$ cat src/logic/tfcr_pkg.sv
// Summary of operation
// RQ1: Stop index bits 6:0, resets 0x7F, bit7 zero.
// RQ2: Start index bits 6:0, resets zero, bit7 zero.
// RQ3: Direction bit 0: zero increments, one decrements.
// RQ4: Index loads start when incrementing, stop otherwise.
// RQ5: Readback shows index used at next select rise.
// RQ6: Start, stop or direction writes reload index.
// RQ7: Three staged code registers, eight bits, reset zero.
// RQ8: Interpolation enable picks computed over staged codes.
// RQ9: Applied codes read back at 0x060 to 0x062.
// RQ10: Option code bits 3:0, upper bits read zero.
// RQ11: Select rise applies entry, steps, wraps within bounds.
// RQ12: Readback always mirrors the codes driving the filter.
`default_nettype none
package tfcr_pkg;

  localparam int unsigned AXI_ADDR_W = 12;
  localparam int unsigned IDX_W      = 7;

  // Register indices; byte address is four times the index
  localparam logic [9:0] IX_OPTION   = 10'h00C;
  localparam logic [9:0] IX_STOP     = 10'h011;
  localparam logic [9:0] IX_START    = 10'h012;
  localparam logic [9:0] IX_DIR      = 10'h013;
  localparam logic [9:0] IX_NEXT     = 10'h014;
  localparam logic [9:0] IX_STG_FC   = 10'h020;
  localparam logic [9:0] IX_STG_BW   = 10'h021;
  localparam logic [9:0] IX_STG_MT   = 10'h022;
  localparam logic [9:0] IX_CONFIG   = 10'h050;
  localparam logic [9:0] IX_MODE     = 10'h051;
  localparam logic [9:0] IX_APP_FC   = 10'h060;
  localparam logic [9:0] IX_APP_BW   = 10'h061;
  localparam logic [9:0] IX_APP_MT   = 10'h062;

  localparam int unsigned DIR_BIT    = 0;
  localparam int unsigned INTERP_BIT = 0;
  localparam int unsigned MODE_BIT   = 0;

  localparam logic [6:0] RST_STOP    = 7'h7F;
  localparam logic [6:0] RST_START   = 7'h00;
  localparam logic       RST_DIR     = 1'b0;
  localparam logic [7:0] RST_CODE    = 8'h00;
  localparam logic       RST_FLAG    = 1'b0;

  localparam logic [1:0] RESP_OKAY   = 2'b00;
  localparam logic [1:0] RESP_SLVERR = 2'b10;

  typedef struct packed {
    logic [7:0] center;
    logic [7:0] bandwidth;
    logic [7:0] matching;
  } tfcr_codes_t;

  typedef enum logic [3:0] {
    SEL_NONE,
    SEL_OPTION,
    SEL_STOP,
    SEL_START,
    SEL_DIR,
    SEL_NEXT,
    SEL_STG_FC,
    SEL_STG_BW,
    SEL_STG_MT,
    SEL_CONFIG,
    SEL_MODE,
    SEL_APP_FC,
    SEL_APP_BW,
    SEL_APP_MT
  } tfcr_sel_t;

  function automatic tfcr_sel_t tfcr_decode(input logic [9:0] ix);
    tfcr_sel_t s;
    s = SEL_NONE;
    unique case (ix)
      IX_OPTION: s = SEL_OPTION;
      IX_STOP:   s = SEL_STOP;
      IX_START:  s = SEL_START;
      IX_DIR:    s = SEL_DIR;
      IX_NEXT:   s = SEL_NEXT;
      IX_STG_FC: s = SEL_STG_FC;
      IX_STG_BW: s = SEL_STG_BW;
      IX_STG_MT: s = SEL_STG_MT;
      IX_CONFIG: s = SEL_CONFIG;
      IX_MODE:   s = SEL_MODE;
      IX_APP_FC: s = SEL_APP_FC;
      IX_APP_BW: s = SEL_APP_BW;
      IX_APP_MT: s = SEL_APP_MT;
      default:   s = SEL_NONE;
    endcase
    return s;
  endfunction : tfcr_decode

endpackage : tfcr_pkg
`default_nettype wire

$ cat src/logic/tfcr_regs.sv
// The AXI4-Lite register port was chosen for this implementation.
`timescale 1ns/100ps
`default_nettype none
module tfcr_regs #(
  parameter logic [3:0] OPTION_CODE = 4'h5  // Arbitrary value
) (
  input  wire logic                             aclk,
  input  wire logic                             aresetn,
  input  wire logic [tfcr_pkg::AXI_ADDR_W-1:0]  s_axi_awaddr,
  input  wire logic                             s_axi_awvalid,
  output logic                                  s_axi_awready,
  input  wire logic [31:0]                      s_axi_wdata,
  input  wire logic [3:0]                       s_axi_wstrb,
  input  wire logic                             s_axi_wvalid,
  output logic                                  s_axi_wready,
  output logic [1:0]                            s_axi_bresp,
  output logic                                  s_axi_bvalid,
  input  wire logic                             s_axi_bready,
  input  wire logic [tfcr_pkg::AXI_ADDR_W-1:0]  s_axi_araddr,
  input  wire logic                             s_axi_arvalid,
  output logic                                  s_axi_arready,
  output logic [31:0]                           s_axi_rdata,
  output logic [1:0]                            s_axi_rresp,
  output logic                                  s_axi_rvalid,
  input  wire logic                             s_axi_rready,
  input  wire logic                             cs_n,
  output logic [tfcr_pkg::IDX_W-1:0]            lut_index,
  input  wire tfcr_pkg::tfcr_codes_t            lut_codes,
  input  wire tfcr_pkg::tfcr_codes_t            interp_codes,
  output tfcr_pkg::tfcr_codes_t                 applied_codes
);
  import tfcr_pkg::*;

  logic [9:0]  aw_ix_q,  aw_ix_d;
  logic        aw_hold_q, aw_hold_d;
  logic [7:0]  w_data_q, w_data_d;
  logic        w_lane_q, w_lane_d;
  logic        w_hold_q, w_hold_d;
  logic        bvalid_q, bvalid_d;
  logic [1:0]  bresp_q,  bresp_d;
  logic        rvalid_q, rvalid_d;
  logic [31:0] rdata_q,  rdata_d;
  logic [1:0]  rresp_q,  rresp_d;
  logic [6:0]  stop_q,   stop_d;
  logic [6:0]  start_q,  start_d;
  logic        dir_q,    dir_d;
  logic        interp_q, interp_d;
  logic        tmode_q,  tmode_d;
  logic [6:0]  idx_q,    idx_d;
  tfcr_codes_t staged_q, staged_d;
  tfcr_codes_t applied_q, applied_d;
  logic        cs_meta_q, cs_sync_q, cs_last_q;
  logic        cs_rise;
  logic        write_go;
  tfcr_sel_t   wsel;
  tfcr_sel_t   rsel;
  logic [7:0]  rbyte;

  // Chip select rises when the select pin goes high
  assign cs_rise = cs_sync_q & ~cs_last_q;
  assign write_go = aw_hold_q & w_hold_q & ~bvalid_q;
  assign wsel = tfcr_decode(aw_ix_q);
  assign rsel = tfcr_decode(s_axi_araddr[AXI_ADDR_W-1:2]);

  assign s_axi_awready = ~aw_hold_q;
  assign s_axi_wready  = ~w_hold_q;
  assign s_axi_arready = ~rvalid_q;
  assign s_axi_bvalid  = bvalid_q;
  assign s_axi_bresp   = bresp_q;
  assign s_axi_rvalid  = rvalid_q;
  assign s_axi_rdata   = rdata_q;
  assign s_axi_rresp   = rresp_q;
  assign lut_index     = idx_q;
  assign applied_codes = applied_q;

  always_comb
  begin
    rbyte = 8'h00;
    unique case (rsel)
      SEL_OPTION: rbyte = {4'h0, OPTION_CODE};              // [RQ10]
      SEL_STOP:   rbyte = {1'b0, stop_q};                    // [RQ1]
      SEL_START:  rbyte = {1'b0, start_q};                   // [RQ2]
      SEL_DIR:    rbyte = {7'h00, dir_q};                    // [RQ3]
      SEL_NEXT:   rbyte = {1'b0, idx_q};                     // [RQ5]
      SEL_STG_FC: rbyte = staged_q.center;                   // [RQ7]
      SEL_STG_BW: rbyte = staged_q.bandwidth;
      SEL_STG_MT: rbyte = staged_q.matching;
      SEL_CONFIG: rbyte = {7'h00, interp_q};
      SEL_MODE:   rbyte = {7'h00, tmode_q};
      SEL_APP_FC: rbyte = applied_q.center;                  // [RQ9]
      SEL_APP_BW: rbyte = applied_q.bandwidth;
      SEL_APP_MT: rbyte = applied_q.matching;
      SEL_NONE:   rbyte = 8'h00;
    endcase
  end

  always_comb
  begin
    aw_ix_d   = aw_ix_q;
    aw_hold_d = aw_hold_q;
    w_data_d  = w_data_q;
    w_lane_d  = w_lane_q;
    w_hold_d  = w_hold_q;
    bvalid_d  = bvalid_q;
    bresp_d   = bresp_q;
    rvalid_d  = rvalid_q;
    rdata_d   = rdata_q;
    rresp_d   = rresp_q;
    stop_d    = stop_q;
    start_d   = start_q;
    dir_d     = dir_q;
    interp_d  = interp_q;
    tmode_d   = tmode_q;
    idx_d     = idx_q;
    staged_d  = staged_q;
    applied_d = applied_q;

    // Address and data are taken in either order and held
    if (s_axi_awvalid && !aw_hold_q)
    begin
      aw_ix_d   = s_axi_awaddr[AXI_ADDR_W-1:2];
      aw_hold_d = 1'b1;
    end
    if (s_axi_wvalid && !w_hold_q)
    begin
      w_data_d = s_axi_wdata[7:0];
      w_lane_d = s_axi_wstrb[0];
      w_hold_d = 1'b1;
    end
    if (bvalid_q && s_axi_bready)
      bvalid_d = 1'b0;

    if (write_go)
    begin
      aw_hold_d = 1'b0;
      w_hold_d  = 1'b0;
      bvalid_d  = 1'b1;
      bresp_d   = (wsel == SEL_NONE) ? RESP_SLVERR : RESP_OKAY;
      // Only byte lane 0 carries register bits
      if (w_lane_q)
      begin
        unique case (wsel)
          SEL_STOP:   stop_d = w_data_q[6:0];               // [RQ1]
          SEL_START:  start_d = w_data_q[6:0];              // [RQ2]
          SEL_DIR:    dir_d = w_data_q[DIR_BIT];            // [RQ3]
          SEL_STG_FC: staged_d.center = w_data_q;           // [RQ7]
          SEL_STG_BW: staged_d.bandwidth = w_data_q;        // [RQ7]
          SEL_STG_MT: staged_d.matching = w_data_q;         // [RQ7]
          SEL_CONFIG: interp_d = w_data_q[INTERP_BIT];
          SEL_MODE:   tmode_d = w_data_q[MODE_BIT];
          default:    ;
        endcase
      end
    end

    if (rvalid_q && s_axi_rready)
      rvalid_d = 1'b0;
    if (s_axi_arvalid && !rvalid_q)
    begin
      rvalid_d = 1'b1;
      rdata_d  = {24'h000000, rbyte};
      rresp_d  = (rsel == SEL_NONE) ? RESP_SLVERR : RESP_OKAY;
    end

    // Bound changes outrank a coincident select edge so the
    // sequence always restarts from the newly written bounds
    if (write_go && w_lane_q &&
        (wsel == SEL_STOP || wsel == SEL_START || wsel == SEL_DIR))
      idx_d = dir_d ? stop_d : start_d;                      // [RQ4] [RQ6]
    else if (tmode_q && cs_rise)
    begin
      if (!dir_q)
        idx_d = (idx_q == stop_q) ? start_q : idx_q + 7'd1;  // [RQ11]
      else
        idx_d = (idx_q == start_q) ? stop_q : idx_q - 7'd1;  // [RQ11]
    end

    if (tmode_q)
    begin
      if (cs_rise)
        applied_d = lut_codes;                               // [RQ11] [RQ12]
    end
    else if (interp_q)
      applied_d = interp_codes;                              // [RQ8] [RQ12]
    else
      applied_d = staged_q;                                  // [RQ8] [RQ12]
  end

  always_ff @(posedge aclk)
  begin
    if (!aresetn)
    begin
      aw_ix_q   <= 10'h000;
      aw_hold_q <= 1'b0;
      w_data_q  <= 8'h00;
      w_lane_q  <= 1'b0;
      w_hold_q  <= 1'b0;
      bvalid_q  <= 1'b0;
      bresp_q   <= RESP_OKAY;
      rvalid_q  <= 1'b0;
      rdata_q   <= 32'h00000000;
      rresp_q   <= RESP_OKAY;
      stop_q    <= RST_STOP;                                 // [RQ1]
      start_q   <= RST_START;                                // [RQ2]
      dir_q     <= RST_DIR;                                  // [RQ3]
      interp_q  <= RST_FLAG;
      tmode_q   <= RST_FLAG;
      idx_q     <= RST_START;                                // [RQ5]
      staged_q  <= {RST_CODE, RST_CODE, RST_CODE};
      applied_q <= {RST_CODE, RST_CODE, RST_CODE};
      cs_meta_q <= 1'b1;
      cs_sync_q <= 1'b1;
      cs_last_q <= 1'b1;
    end
    else
    begin
      aw_ix_q   <= aw_ix_d;
      aw_hold_q <= aw_hold_d;
      w_data_q  <= w_data_d;
      w_lane_q  <= w_lane_d;
      w_hold_q  <= w_hold_d;
      bvalid_q  <= bvalid_d;
      bresp_q   <= bresp_d;
      rvalid_q  <= rvalid_d;
      rdata_q   <= rdata_d;
      rresp_q   <= rresp_d;
      stop_q    <= stop_d;
      start_q   <= start_d;
      dir_q     <= dir_d;
      interp_q  <= interp_d;
      tmode_q   <= tmode_d;
      idx_q     <= idx_d;
      staged_q  <= staged_d;
      applied_q <= applied_d;
      cs_meta_q <= cs_n;
      cs_sync_q <= cs_meta_q;
      cs_last_q <= cs_sync_q;
    end
  end

endmodule : tfcr_regs
`default_nettype wire

$ cat config.mk
export PLATFORM = sky130hd
export DESIGN_NAME = tfcr_regs
export DESIGN_NICKNAME = d
export VERILOG_FILES = /design/src/logic/tfcr_pkg.sv /design/src/logic/tfcr_regs.sv
export SDC_FILE = /design/constraint.sdc
export NUM_CORES = 1
export LEC_CHECK = 0
export ABC_AREA = 1
export BUFFER_PORTS_ARGS = -buffer_cell sky130_fd_sc_hd__buf_2
export CAP_MARGIN = 20
export CORE_UTILIZATION = 37
export CTS_CLUSTER_SIZE = 20
export DETAILED_ROUTE_END_ITERATION = 7
export GPL_TIMING_DRIVEN = 0
export SKIP_LAST_GASP = 1
export SYNTH_ARGS = -nofsm -noshare
export SYNTH_HDL_FRONTEND = slang
export SYNTH_SLANG_ARGS = --single-unit
$ cat constraint.sdc
create_clock -name aclk -period 3.7 [get_ports aclk]
set_input_delay 0.925 -clock aclk [delete_from_list [all_inputs] [get_ports aclk]]
set_output_delay 0.925 -clock aclk [all_outputs]
set_load 0.05 [all_outputs]
* Yosys cells after proc, flatten, opt, wreduce, memory -nomap -nowiden
Cells that the tools add are included.
** Cells by class
- $add $sub $neg :: 2
- Equal/unequal tests :: 50
- Multiplexer cells :: 27
- Bitwise gates (word level) :: 9
- Reduce and logical (&&, ||, !) cells :: 24
** Operators by type and width (number)
- $pmux W8 S14 :: 1
- $pmux W4 S13 :: 2
- $eq A10 B7 Y1 const B :: 10
- $mux W7 :: 12
- $eq A10 B5 Y1 const B :: 8
- $mux W24 :: 3
- $eq A10 B6 Y1 const B :: 6
- $eq A4 B4 Y1 const B :: 9
- $eq A4 B3 Y1 const B :: 7
- $eq A10 B4 Y1 const B :: 2
- $eq A4 B2 Y1 const B :: 4
- $reduce_and A3 Y1 :: 5
- $eq A7 B7 Y1 :: 2
- $logic_and A1 B1 Y1 :: 8
- $logic_not A4 Y1 :: 2
- $add A7 B1 Y7 const B :: 1
- $mux W1 :: 7
- $sub A7 B1 Y7 const B :: 1
- $not A1 Y1 :: 6
- $reduce_bool A2 Y1 :: 3
- $eq A4 B1 Y1 const B :: 1
- $mux W2 :: 2
- $and A1 B1 Y1 :: 3
- $logic_not A1 Y1 :: 3
- 3 further kinds :: 4
** Word-level totals
- Register bits after elaboration :: 110
- Output and inout bits :: 72
- Word-level logic and storage cells :: 137

* Longest topological paths before layout
Gate-level depths: netlist of run 1.
- Depth in word-level cells :: 8
- Depth in mapped cells :: 15
- Mapped depth without buffers :: 15

* Worst setup path after synthesis of run 1
No wires, ideal clock.
- Path type :: input port to flip-flop
- Start point :: input s_axi_araddr[11] in the netlist's numbering
- End point :: register rdata_q[7], in the netlist s_axi_rdata[7]
- Setup time :: 0.071 ns
- Data arrival time :: 2.151 ns
- Required time :: 3.629 ns
- Path slack :: 1.478 ns
- Stages :: 13
- Buffers on the path :: 0
- Path through :: nor2_2 > nand2_1 > nor2_2 > nand2_1 > nand2_1 > inv_1 > nand3_4 > nand2_2 > nor2_2 > nand2_1 > nand3_1 > o21ai_1 > a21oi_1
** On the way
- Cells in the longest elaborated chain, start to end :: 4
** Ends and longest elaborated chain
- from (decl) :: line tfcr_regs.sv:19 : input wire logic [tfcr_pkg::AXI_ADDR_W-1:0] s_axi_araddr,
- $eq A10 B7 Y1 (tied with other cells) :: line tfcr_pkg.sv:74 : unique case (ix)
- $pmux W4 S13 * :: line tfcr_pkg.sv:74
- $eq A4 B4 Y1 (tied with other cells) :: line tfcr_regs.sv:79 : unique case (rsel)
- $pmux W8 S14 * :: line tfcr_regs.sv:79
- to (signal assigned) :: line tfcr_regs.sv:225 : rdata_q <= rdata_d;
- to (decl) :: line tfcr_regs.sv:42 : logic [31:0] rdata_q, rdata_d;
Every way passes the cells marked *; elsewhere a longest branch is shown, timed or not.
A chain may end at the register's enable or synchronous reset.

* Worst setup path in the final report of run 1
- Start point :: input s_axi_araddr[11] in the netlist's numbering
- End point :: register rdata_q[1], in the netlist s_axi_rdata[1]
The elaborated chain is that of the path after synthesis.

==> results of run 1 <==
## per-layer routing
layer	global-route usage, %	vias up
met2	41.93	280
met5	0	-
met3	4.010	44
li1	-	3741
met4	10.13	2
met1	33.83	3289
## area by class of cell
type / count / area share (%)
well taps: 229 / 3.526
flip-flops and latches: 108 / 26.61
inverters: 120 / 5.544
plain buffers: 68 / 4.650
multi-input cells: 783 / 47.89
clock inverters: 2 / 0.5082
repair buffers: 129 / 7.946
clock buffers: 13 / 3.326
## registers in the layout, indices dropped and copies added (netlist names), 7 cells and up
name           flops
lut_index          7
w_data_q           8
s_axi_rdata        8
staged_q          24
stop_q             7
applied_codes     24
aw_ix_q           10
start_q            7
## placed cells by master, fill, tap and decap left out, types with 3 or more instances in the layout
cell type	count
nand2_1	237
buf_2	137
o21ai_0	128
dfxtp_1	108
a21oi_1	101
inv_1	99
nor2_1	94
nand3_1	60
clkbuf_1	31
buf_4	26
conb_1	26
o211ai_1	22
nand4_1	15
inv_2	15
xor2_1	13
nor2_2	12
o21ai_1	10
clkbuf_16	9
nor3_1	7
xnor2_1	6
clkinv_1	6
or2_2	5
nand3b_1	5
o22ai_1	5
nor2_4	4
nand2_2	4
a21oi_2	4
nand3_2	3
nor3_4	3
clkbuf_8	3
## final timing paths
path / to / slack (ps) / depth (start not counted)
worst min register to register: cs_sync_q / 420 / 1
worst max-delay path: s_axi_rdata[1] / 1240 / 15
worst min-delay path: cs_sync_q / 420 / 1
worst max register to register: lut_index[0] / 1370 / 8
## logic make-up after synthesis
kind of cell | after synthesis | synth area share, %
AOI/OAI and AO/OA | 276 | 21.75
and+or+nand+nor | 460 | 31.32
other | 1 | 0.05525
xor gates and xnor gates | 19 | 2.452
DFF | 108 | 31.85
adders and majority gates | 2 | 0.3686
buffers and inverters | 188 | 12.20
## power breakdown
group	internal [mW]	leakage [nW]	switching, mW	total (mW)
clock network	0.583	0.154	0.463	1.05
registers	1.19	0.877	0.0277	1.22
logic	0.116	2.86	0.271	0.387
total	1.89	3.89	0.761	2.65
==> results by group, run 1 <==
Clocking
  • Post-CTS Setup Bufs: 0
  • H-tree levels: 3
  • CTS sink cnt: about 110
  • CTS Buf Count: 9
  • Clock root buffer: clkbuf_16
  • Clk_lat worst skew: 360 ps
  • Clock Tree Buf Depth: 2
  • CTS tree: yes
  • Worst-path clk slew: about 70 ps
  • Post-cts resize count: 0
  • Post-CTS Hold Buffers: 0

Finish
  • Area of the multi-input gates: 0.003891 mm^2
  • Final instance area: 0.008125 mm^2
  • Final nets: 1337
  • Share of layout cells above drive strength 1: between 10% and 20%
  • Layout area overhead: 19.71%
  • # fillers: 1946
  • Finished Layout Cells: 1452
  • Fin util: between 40 and 50%
  • ANT cells: 0
  • Area occupied by registers: between 0.002 and 0.0025 mm^2

Synth
  • Post-synth top area share: 31.85%
  • Mapped Cells: roughly 1100
  • Synth top area cells: dfxtp_1, nand2_1, o21ai_0
  • Yosys reg bits: 108
  • Netlist area before placement: 0.006788 mm^2
  • Async S/R FF share, synth: 0%
  • Synthesized area per cell: between 6 and 7 um^2
  • Synth warn: 0
  • Most used DFF post-synth: dfxtp_1
  • Commonest cells post-synth: nand2_1, o21ai_0, dfxtp_1, a21oi_1, inv_1
  • Unique masters post-synth: 44
  • Seq/Total Area, Yosys: a little under a third
  • Most frequent cell after synthesis: nand2_1
  • Yosys top cell by area: dfxtp_1
  • Post-synth EDFFs: 0

Detailed routing
  • Initial DRC count: between 400 and 500
  • M1 WL: ~11 mm
  • WL/cell: 16.46 um
  • First-pass DRT Iterations: 5
  • Met2 Wirelength: 10.94 mm
  • Met3 routed WL: 1.586 mm
  • # DRC: 0
  • Uppermost routed layer: met5
  • Vias: 7356
  • Detailed Route WL: 23.90 mm
  • Detail Route Antenna Nets: 0
  • Vias per cell: 5.066

STA
  • Setup-failing EPs final: 0
  • Hold Violations, Final: 0
  • Hold Slack: 416.7 ps
  • Setup_tns: 0 ps
  • Setup WS post-layout: approximately 1200 ps
  • Max-slew violations: 0
  • RSZ-0062 raised after global routing: false
  • Period utilization: between 60 and 70%
  • Max-slew headroom: 52.85%
  • Clock Skew: 8.464 ps
  • Worst Tran Pin Value: just over 700 ps
  • Crit path time final: ~2500 ps
  • Fmax achieved: 0.4073 GHz

Status
  • Status: finished, final reports clean

Worst setup path
  • RR Startpoint: dir_q
  • Slowest CP cell: nor2_1
  • CP max FO: 9
  • CP Class: in2reg
  • Critical path origin: s_axi_araddr[11]
  • Buffer and inverter count on the worst path: 2
  • Max incr delay on CP: around 220 ps
  • WP data required: 3940 ps
  • Critical path's top delay family: simple AND/OR/NAND/NOR gates
  • Top cell by count, worst path: nand2_1
  • Startpoint types: primary input
  • CP Data Arrival Time: 2700 ps
  • Cell Chain, Critical Path: buf_2 -> nor2_2 -> nand2_1 -> nor2_2 -> nand2_1 -> nand2_1 -> inv_1 -> nand3_4 -> nor2_4 -> nand3_1 -> nand2_1 -> nor2_1 -> nand2_1 -> nand2_1 -> a21oi_1
  • Critical path capture point type: flip-flop

Run
  • Maxcap violations: 0

Floorplanning
  • Core box area: around 0.018 mm^2
  • Die Height: 137.4 um
  • Chip Width: 137.4 um
  • Site row count: 49
  • Die area: 0.01889 mm^2
  • Initial Util: 37.79%
  • Ports: 188

GRT
  • Vias in the first global route: roughly 6700
  • First-pass GRT wire length: ~36 mm
  • Congestion Overflow GR: 0
  • Initial antenna violation count: 1
  • All-Layer GR Usage: 25.74%
  • Largest net degree at the start of global routing: 17

Placement
  • Placed Instances: 1437
  • DP HPWL: 19.00 mm
  • Area after DPL: 0.007814 mm^2
  • PortBufs: 129
  • GP Congestion: about 0.94
  • Post-place setup slack: 870.9 ps

Min path
  • Hold path startpoint: cs_meta_q
  • Hold crit path type: reg2reg

Pwr
  • Total Power: approximately 2.7 mW
  • Max VDD drop: about 240 uV
  • Leak: between 3 and 4 nW
  • Cell area power density: 326.3 mW/mm^2
Power figures use the tool's default switching activity.
==> run 2, diff against run 1 <==
--- a/config.mk
+++ b/config.mk
@@ -5,7 +5,7 @@
 export SDC_FILE = /design/constraint.sdc
 export NUM_CORES = 1
 export LEC_CHECK = 0
-export ABC_AREA = 1
+export ABC_AREA = 0
 export BUFFER_PORTS_ARGS = -buffer_cell sky130_fd_sc_hd__buf_2
 export CAP_MARGIN = 20
 export CORE_UTILIZATION = 37
==> constraint.sdc (replaced) <==
create_clock -name aclk -period 2.45 [get_ports aclk]
set_input_delay 0.6125 -clock aclk [delete_from_list [all_inputs] [get_ports aclk]]
set_output_delay 0.6125 -clock aclk [all_outputs]
set_load 0.05 [all_outputs]
==> run 2 against run 1 <==
  * The flow now finishes with violations (negative setup slack)
  * Register-to-register slack lost 1500 ps
  * Sequential share of layout area fell by 0.44 points
  * Hold slack got worse by 2.8 ps
  * Worst setup slack lost 1300 ps
  * Synthesized cell count down 25%
  * Die area shrank 6.7%
  * Critical path depth shrank 5
  * Via count is 8.6% lower
  * Critical path type is now reg2reg
==> results by group, run 2 <==
Worst setup path
  • WP data required: 2700 ps (-1240 ps)
  • Buffer and inverter count on the worst path: 3 (+1)
  • Slowest CP cell: o41ai_4
  • CP max FO: 10 (+1)
  • CP Class: reg2reg
  • Max incr delay on CP: 390 ps (+170 ps)
  • Critical path's top delay family: simple AND/OR/NAND/NOR gates
  • CP Data Arrival Time: 2800 ps (+100 ps)
  • Cell Chain, Critical Path: clkbuf_8 -> nor4bb_4 -> o2111ai_2 -> nand4b_1 -> nand3b_1 -> buf_4 -> nor2_1 -> buf_4 -> nor3_1 -> o41ai_4
  • Startpoint types: flip-flop
  • Top cell by count, worst path: buf_4
  • Critical path capture point type: flip-flop

Clocking
  • Clock Tree Buf Depth: 2 (unchanged)
  • Clk_lat worst skew: 360 ps (about the same)
  • H-tree levels: 3 (unchanged)
  • CTS sink cnt: 108 (unchanged)
  • Post-CTS Hold Buffers: 0 (unchanged)
  • Worst-path clk slew: 70 ps (about the same)
  • Clock root buffer: clkbuf_16
  • CTS Buf Count: 9 (unchanged)
  • CTS tree: yes

Floorplanning
  • Core box area: 0.01664 mm^2 (-7.4%)
  • Site row count: 47 (-4.1%)
  • Chip Width: 132.8 um (-3.4%)
  • Initial Util: 38.01% (+0.23 points)
  • Die area: 0.01762 mm^2 (-6.7%)
  • Ports: 188 (unchanged)
  • Die Height: 132.8 um (-3.4%)

STA
  • Fmax achieved: 0.3922 GHz
  • Setup-failing EPs final: 6 (+6)
  • Setup WS post-layout: -99.63 ps (-1344 ps)
  • Max-slew headroom: 42.54% (-10 points)
  • Hold Violations, Final: 0 (unchanged)
  • Max-slew violations: 0 (unchanged)
  • Crit path time final: 2550 ps
  • Worst Tran Pin Value: 861.9 ps (+154.7 ps)
  • RSZ-0062 raised after global routing: true
  • Period utilization: 104.1%
  • Clock Skew: 8.826 ps (+0.3615 ps)

Synth
  • Synthesized area per cell: 7.957 um^2 (+24%)
  • Yosys reg bits: 108 (unchanged)
  • Synth warn: 0 (unchanged)
  • Synth top area cells: dfxtp_1, mux2i_1, nor2_1
  • Post-synth top area share: 34.18% (+2.3 points)
  • Post-synth EDFFs: 0 (unchanged)
  • Mapped Cells: 795 (-25%)
  • Unique masters post-synth: 70 (+59%)
  • Most frequent cell after synthesis: nor2_1
  • Commonest cells post-synth: nor2_1, dfxtp_1, nand2_1, mux2i_1, a21oi_1
  • Async S/R FF share, synth: 0% (unchanged)
  • Seq/Total Area, Yosys: 34.18% (+2.3 points)
  • Yosys top cell by area: dfxtp_1
  • Netlist area before placement: 0.006326 mm^2 (-6.8%)
  • Most used DFF post-synth: dfxtp_1

Placement
  • Post-place setup slack: -605.2 ps (-1476 ps)
  • GP Congestion: 0.8985 (-4.6%)
  • PortBufs: 125 (-3.1%)
  • DP HPWL: 16.08 mm (-15%)

GRT
  • Met1 usage: 34.53% (+0.70 points)
  • First-pass GRT wire length: 34.24 mm (-5.5%)
  • Grt met2 use: 40.53% (-1.4 points)
  • Met3 GRT Util: 3.142% (-0.87 points)
  • Initial antenna violation count: 0 (-1)
  • Largest net degree at the start of global routing: 18 (+1)
  • Congestion Overflow GR: 0 (unchanged)
  • GR peak layer: met2
  • Vias in the first global route: 6192 (-7.3%)
  • All-Layer GR Usage: 25.01% (-0.73 points)

Finish
  • # fillers: 1621 (-17%)
  • Area of the multi-input gates: 0.004120 mm^2 (+5.9%)
  • Fin util: 50.24% (+5.0 points)
  • Layout area overhead: 32.18%
  • Final nets: 1113 (-17%)
  • Most frequent cells in the layout: buf_2, nor2_1, dfxtp_1
  • Most common cell after layout, fill and taps aside: buf_2
  • Share of layout cells above drive strength 1: 28.90% (+9.1 points)
  • ANT cells: 0 (unchanged)
  • Area occupied by registers: 0.002188 mm^2 (+1.2%)

Pwr
  • Switch Pwr: 1.089 mW (+43%)
  • Comb pwr share: 14.7% (about the same)
  • Max VDD drop: 454.1 uV (+88%)
  • Int Pwr: 2.850 mW (+51%)
  • Clock network fraction of total power: 38.8% (-0.7 points)
  • Sw Share: 27.65% (-1.1 points)
  • Cell area power density: 471.1 mW/mm^2 (+44%)
  • Reg power frac: 46.5% (+0.5 points)
  • Leak: 3.610 nW (-7.2%)

Detailed routing
  • First-pass DRT Iterations: 8 (+3)
  • Vias per cell: 5.511 (+8.8%)
  • WL/cell: 18.24 um (+11%)
  • Initial DRC count: 709 (+53%)
  • Vias: 6724 (-8.6%)
  • Detail Route Antenna Nets: 0 (unchanged)
  • Detailed Route WL: 22.25 mm (-6.9%)
  • # DRC: 0 (unchanged)

Status
  • Failing checks: negative setup slack
  • Status: complete, but fails checks

Min path
  • Hold crit path type: reg2reg

Run
  • Maxcap violations: 0 (unchanged)
## run 2: changes by cell type in the layout (fill, tap and decap cells not counted), moves of 13 or more
cell      previous run  this run
a21oi_1            101        63
a221oi_1             0        13
buf_4               26        68
inv_1               99        12
inv_2               15         0
mux2i_1              0        72
nand2_1            237        86
nand3_1             60        15
nor2_1              94       126
o211ai_1            22         6
o21ai_0            128        16
## run 2: path summary, 6_finish.rpt
kind	from	endpoint	slack [ps]	cells past startpoint
worst max-delay path	aw_ix_q[5]	lut_index[2]	-100	10
worst min-delay path	cs_meta_q	cs_sync_q	410	1
worst max register to register	aw_ix_q[5]	lut_index[2]	-100	10
worst min register to register	cs_meta_q	cs_sync_q	410	1
## run 2: per-layer routing
layer | part of all wire, % | vias up
li1 | - | 3219
met1 | 45 | 3205
met2 | 47 | 270
met3 | 6.2 | 30
met4 | 1.9 | 0
met5 | 0 | -
## run 2: power by group through the flow
stage	clock network [mW]	logic (mW)	registers, mW
after floorplan	0	0.316	1.87
after global placement	0	0.481	1.87
after detailed placement	0	0.483	1.87
after CTS	1.54	0.539	1.83
after global routing	1.62	0.619	1.84
final	1.53	0.579	1.83
## run 2: cell type report
type / count / area share, %
buffer: 73 / 5.192
clock inverter: 5 / 0.6883
multi-input combinational: 622 / 49.27
inverter: 13 / 0.5836
clock buffer: 11 / 3.023
timing repair buffer: 168 / 11.78
sequential: 108 / 26.17
tap: 220 / 3.292
## run 2: logic make-up after synthesis
logic type / after synthesis / share of synthesized area, %
adders and majority gates: 2 / 0.3955
and+or+nand+nor: 324 / 24.25
buffers and inverters: 90 / 7.061
AOI/OAI and AO/OA: 165 / 17.82
xor gates and xnor gates: 26 / 3.600
muxes: 79 / 12.64
DFF: 108 / 34.18
other: 1 / 0.05928
## run 2: timing repair
action / in CTS / in global routing
pin swaps: 18 / 7
buffers inserted: 28 / 13
setup endpoints to repair: 53 / 29
cloned: 0 / 1
resized for setup: 63 / 30
## run 2: through the flow
stage / TNS, ps / area, um^2 / cells / hold slack [ps] / total power [mW]
floorplan: -17.57 / 6436 / 820 / 386.3 / 2.189
global placement: -16300 / 7337 / 1165 / 400.3 / 2.347
detailed placement: -14930 / 7342 / 1166 / 396.4 / 2.349
CTS: -62.44 / 8129 / 1207 / 414.1 / 3.911
global route: -1720 / 8362 / 1220 / 434.9 / 4.071
finish: -333.8 / 8362 / 1220 / 413.9 / 3.939
## run 2: worst register-to-register path: stages, from the launching register on
cell and delay, ps:
dfxtp_4 360, clkbuf_8 150, nor4bb_4 150, o2111ai_2 240, nand4b_1 190, nand3b_1 310
buf_4 200, nor2_1 150, buf_4 210, nor3_1 100, o41ai_4 390
==> run 3, diff against run 2 <==
--- a/config.mk
+++ b/config.mk
@@ -6,12 +6,15 @@
 export NUM_CORES = 1
 export LEC_CHECK = 0
 export ABC_AREA = 0
+export ABC_CLOCK_PERIOD_IN_PS = 2450
 export BUFFER_PORTS_ARGS = -buffer_cell sky130_fd_sc_hd__buf_2
 export CAP_MARGIN = 20
-export CORE_UTILIZATION = 37
+export CORE_ASPECT_RATIO = 1.75
+export CORE_UTILIZATION = 52
 export CTS_CLUSTER_SIZE = 20
 export DETAILED_ROUTE_END_ITERATION = 7
 export GPL_TIMING_DRIVEN = 0
+export PLACE_DENSITY = 0.8
 export SKIP_LAST_GASP = 1
 export SYNTH_ARGS = -nofsm -noshare
 export SYNTH_HDL_FRONTEND = slang
==> run 3 against run 2 <==
  * The flow still finishes with violations (negative setup slack)
  * Register-to-register slack got worse by 110 ps
  * Non-clock buffer count fell by 6
  * Sequential power barely moved
  * Critical path depth fell by 2
  * Total power fell by 0.68%
  * Via count rose by 6.2%
  * Flip-flop and latch count did not move
  * Routed wire length rose by 3.6%
  * Maximum frequency fell by 4.0%
  * Clock skew barely moved
  * Cell area fell by 1.2%
  * First-iteration DRC count rose by 8.0%
  * Critical path type unchanged
  * Highest routed layer unchanged
==> results by group, run 3 (synthesis gave the netlist of run 2 again) <==
Status
  • Status: complete, but fails checks
  • Failing checks: negative setup slack

Run
  • Maxcap violations: 0 (unchanged)

Finish
  • Final nets: 1107 (-0.54%)
  • Final instance area: 0.008258 mm^2 (-1.2%)
  • Layout area overhead: 30.54%
  • Finished Layout Cells: 1131 (-7.3%)
  • Share of layout cells above drive strength 1: 29.07% (+0.17 points)
  • Most common cell after layout, fill and taps aside: buf_2
  • # fillers: 968 (-40%)
  • Most frequent cells in the layout: buf_2, nor2_1, dfxtp_1
  • ANT cells: 0 (unchanged)

Worst setup path
  • Startpoint types: flip-flop
  • Max incr delay on CP: 370 ps (-20 ps)
  • Buffer and inverter count on the worst path: 1 (-2)
  • Worst R2R Setup Slack: -210 ps (-110 ps)
  • Critical path's top delay family: compound AO/OA/AOI/OAI gates
  • Cell Chain, Critical Path: buf_4 -> nor4bb_4 -> o21bai_4 -> a32o_2 -> nand3b_1 -> or2_4 -> a221o_1 -> a311oi_4
  • RR Startpoint: aw_ix_q[5]
  • CP max FO: 7 (-3)
  • Reg-to-Reg End: lut_index[1]
  • Critical path capture point type: flip-flop
  • Slowest CP cell: a311oi_4
  • CP Data Arrival Time: 2900 ps (+100 ps)
  • WP data required: 2690 ps (about the same)
  • Reg2Reg Depth: 8 (-2)
  • CP Class: reg2reg

Placement
  • DP HPWL: 16.05 mm (-0.20%)
  • GP Congestion: 1.013 (+13%)
  • Placed Instances: 1083 (-7.1%)
  • Area after DPL: 0.007243 mm^2 (-1.3%)
  • PortBufs: 125 (unchanged)

Pwr
  • Leak: 3.613 nW (about the same)
  • Cell area power density: 473.8 mW/mm^2 (+0.57%)
  • Total Power: 3.912 mW (-0.68%)
  • Max VDD drop: 437.5 uV (-3.7%)

GRT
  • All-Layer GR Usage: 35.25% (+10 points)
  • Met1 usage: 35.27% (+0.73 points)
  • Vias in the first global route: 6756 (+9.1%)
  • GR peak layer: met2
  • Initial antenna violation count: 0 (unchanged)
  • Grt met2 use: 63.55% (+23 points)
  • Largest net degree at the start of global routing: 23 (+5)
  • Met3 GRT Util: 6.700% (+3.6 points)
  • First-pass GRT wire length: 34.16 mm (-0.26%)
  • Congestion Overflow GR: 0 (unchanged)

STA
  • Setup-failing EPs final: 5 (-1)
  • Clock Skew: 8.474 ps (-0.3522 ps)
  • Crit path time final: 2657 ps (+107.5 ps)
  • Period utilization: 108.5% (+4.4 points)
  • RSZ-0062 raised after global routing: true
  • Setup WS post-layout: -207.1 ps (-107.5 ps)
  • Max-slew violations: 0 (unchanged)
  • Worst Tran Pin Value: 901.4 ps (+39.55 ps)
  • Hold Slack: 414.3 ps (+0.4110 ps)
  • Fmax achieved: 0.3764 GHz (-4.0%)
  • Max-slew headroom: 39.78% (-2.8 points)
  • Hold Violations, Final: 0 (unchanged)

Floorplanning
  • Core box area: 0.01194 mm^2 (-28%)
  • Ports: 188 (unchanged)
  • Chip Width: 85.38 um (-36%)
  • Die Height: 147.9 um (+11%)
  • Site row count: 53 (+13%)
  • Die area: 0.01263 mm^2 (-28%)
  • Initial Util: 53.00% (+15 points)

Detailed routing
  • Vias per cell: 6.312 (+15%)
  • WL/cell: 20.38 um (+12%)
  • Initial DRC count: 766 (+8.0%)
  • Detail Route Antenna Nets: 0 (unchanged)
  • # DRC: 0 (unchanged)
  • First-pass DRT Iterations: 6 (-2)
  • Vias: 7139 (+6.2%)
  • Detailed Route WL: 23.06 mm (+3.6%)

Clocking
  • H-tree levels: 3 (unchanged)
  • Worst-path clk slew: 80 ps (about the same)
  • Post-CTS Hold Buffers: 0 (unchanged)
  • Clock root buffer: clkbuf_16
  • Clk_lat worst skew: 370 ps (about the same)
  • CTS tree: yes
  • Clock Tree Buf Depth: 2 (unchanged)
  • CTS sink cnt: 108 (unchanged)
  • CTS Buf Count: 9 (unchanged)

Min path
  • Hold Crit Depth: 1 (unchanged)
  • Hold crit path type: reg2reg
  • Hold path startpoint: cs_meta_q
  • Hold EP: cs_sync_q
## run 3: worst max path at each step
stage | from | end | slack, ps | cells after the start
2_1_floorplan | s_axi_araddr[6] | s_axi_rdata[2] | -20 | 9
3_3_place_gp | s_axi_araddr[11] | s_axi_rdata[5] | -860 | 8
3_5_place_dp | s_axi_araddr[11] | s_axi_rresp[1] | -580 | 8
4_1_cts | aw_ix_q[0] | staged_q[14] | -50 | 8
5_1_grt | aw_ix_q[1] | lut_index[1] | -250 | 8
6_report | aw_ix_q[5] | lut_index[1] | -210 | 8
## run 3: metrics by stage
step	util, %	setup slack [ps]	setup TNS [ps]
finish	69.18	-207.1	-482.3
global route	69.18	-246.2	-1036
CTS	67.08	-47.05	-147.3
detailed placement	60.68	-578.2	-15360
global placement	60.60	-860.6	-16220
floorplan	-	-17.57	-17.57
## run 3: per-layer routing
| layer | up-vias | wire, um |
|---|---|---|
| li1 | 3201 | - |
| met1 | 3313 | 7517 |
| met2 | 463 | 11670 |
| met3 | 162 | 1870 |
| met4 | 0 | 1994 |
| met5 | - | 0 |
## run 3: timing repair
item,4_1_cts,5_1_grt
gates resized for setup,64,45
setup endpoints to repair,54,47
hold endpoints to repair,0,0
buffers inserted,26,10
cloned,1,0
pin swaps,17,19
## run 3: cell type report
cell class                 instances  area [um^2]  share of cell area [%]
buffer                            72        431.7                   5.227
tap                              137        171.4                   2.076
timing repair buffer             163        915.9                   11.09
multi-input combinational        622         4187                   50.70
clock buffer                       9        225.2                   2.727
inverter                          13        48.80                  0.5909
clock inverter                     7        88.84                   1.076
sequential                       108         2190                   26.52
## run 3: where the power goes
part	internal, mW	total [mW]	leakage, nW	switching, mW
logic	0.205	0.576	2.58	0.371
clock network	0.737	1.51	0.152	0.770
registers	1.78	1.83	0.881	0.0472
total	2.72	3.91	3.61	1.19
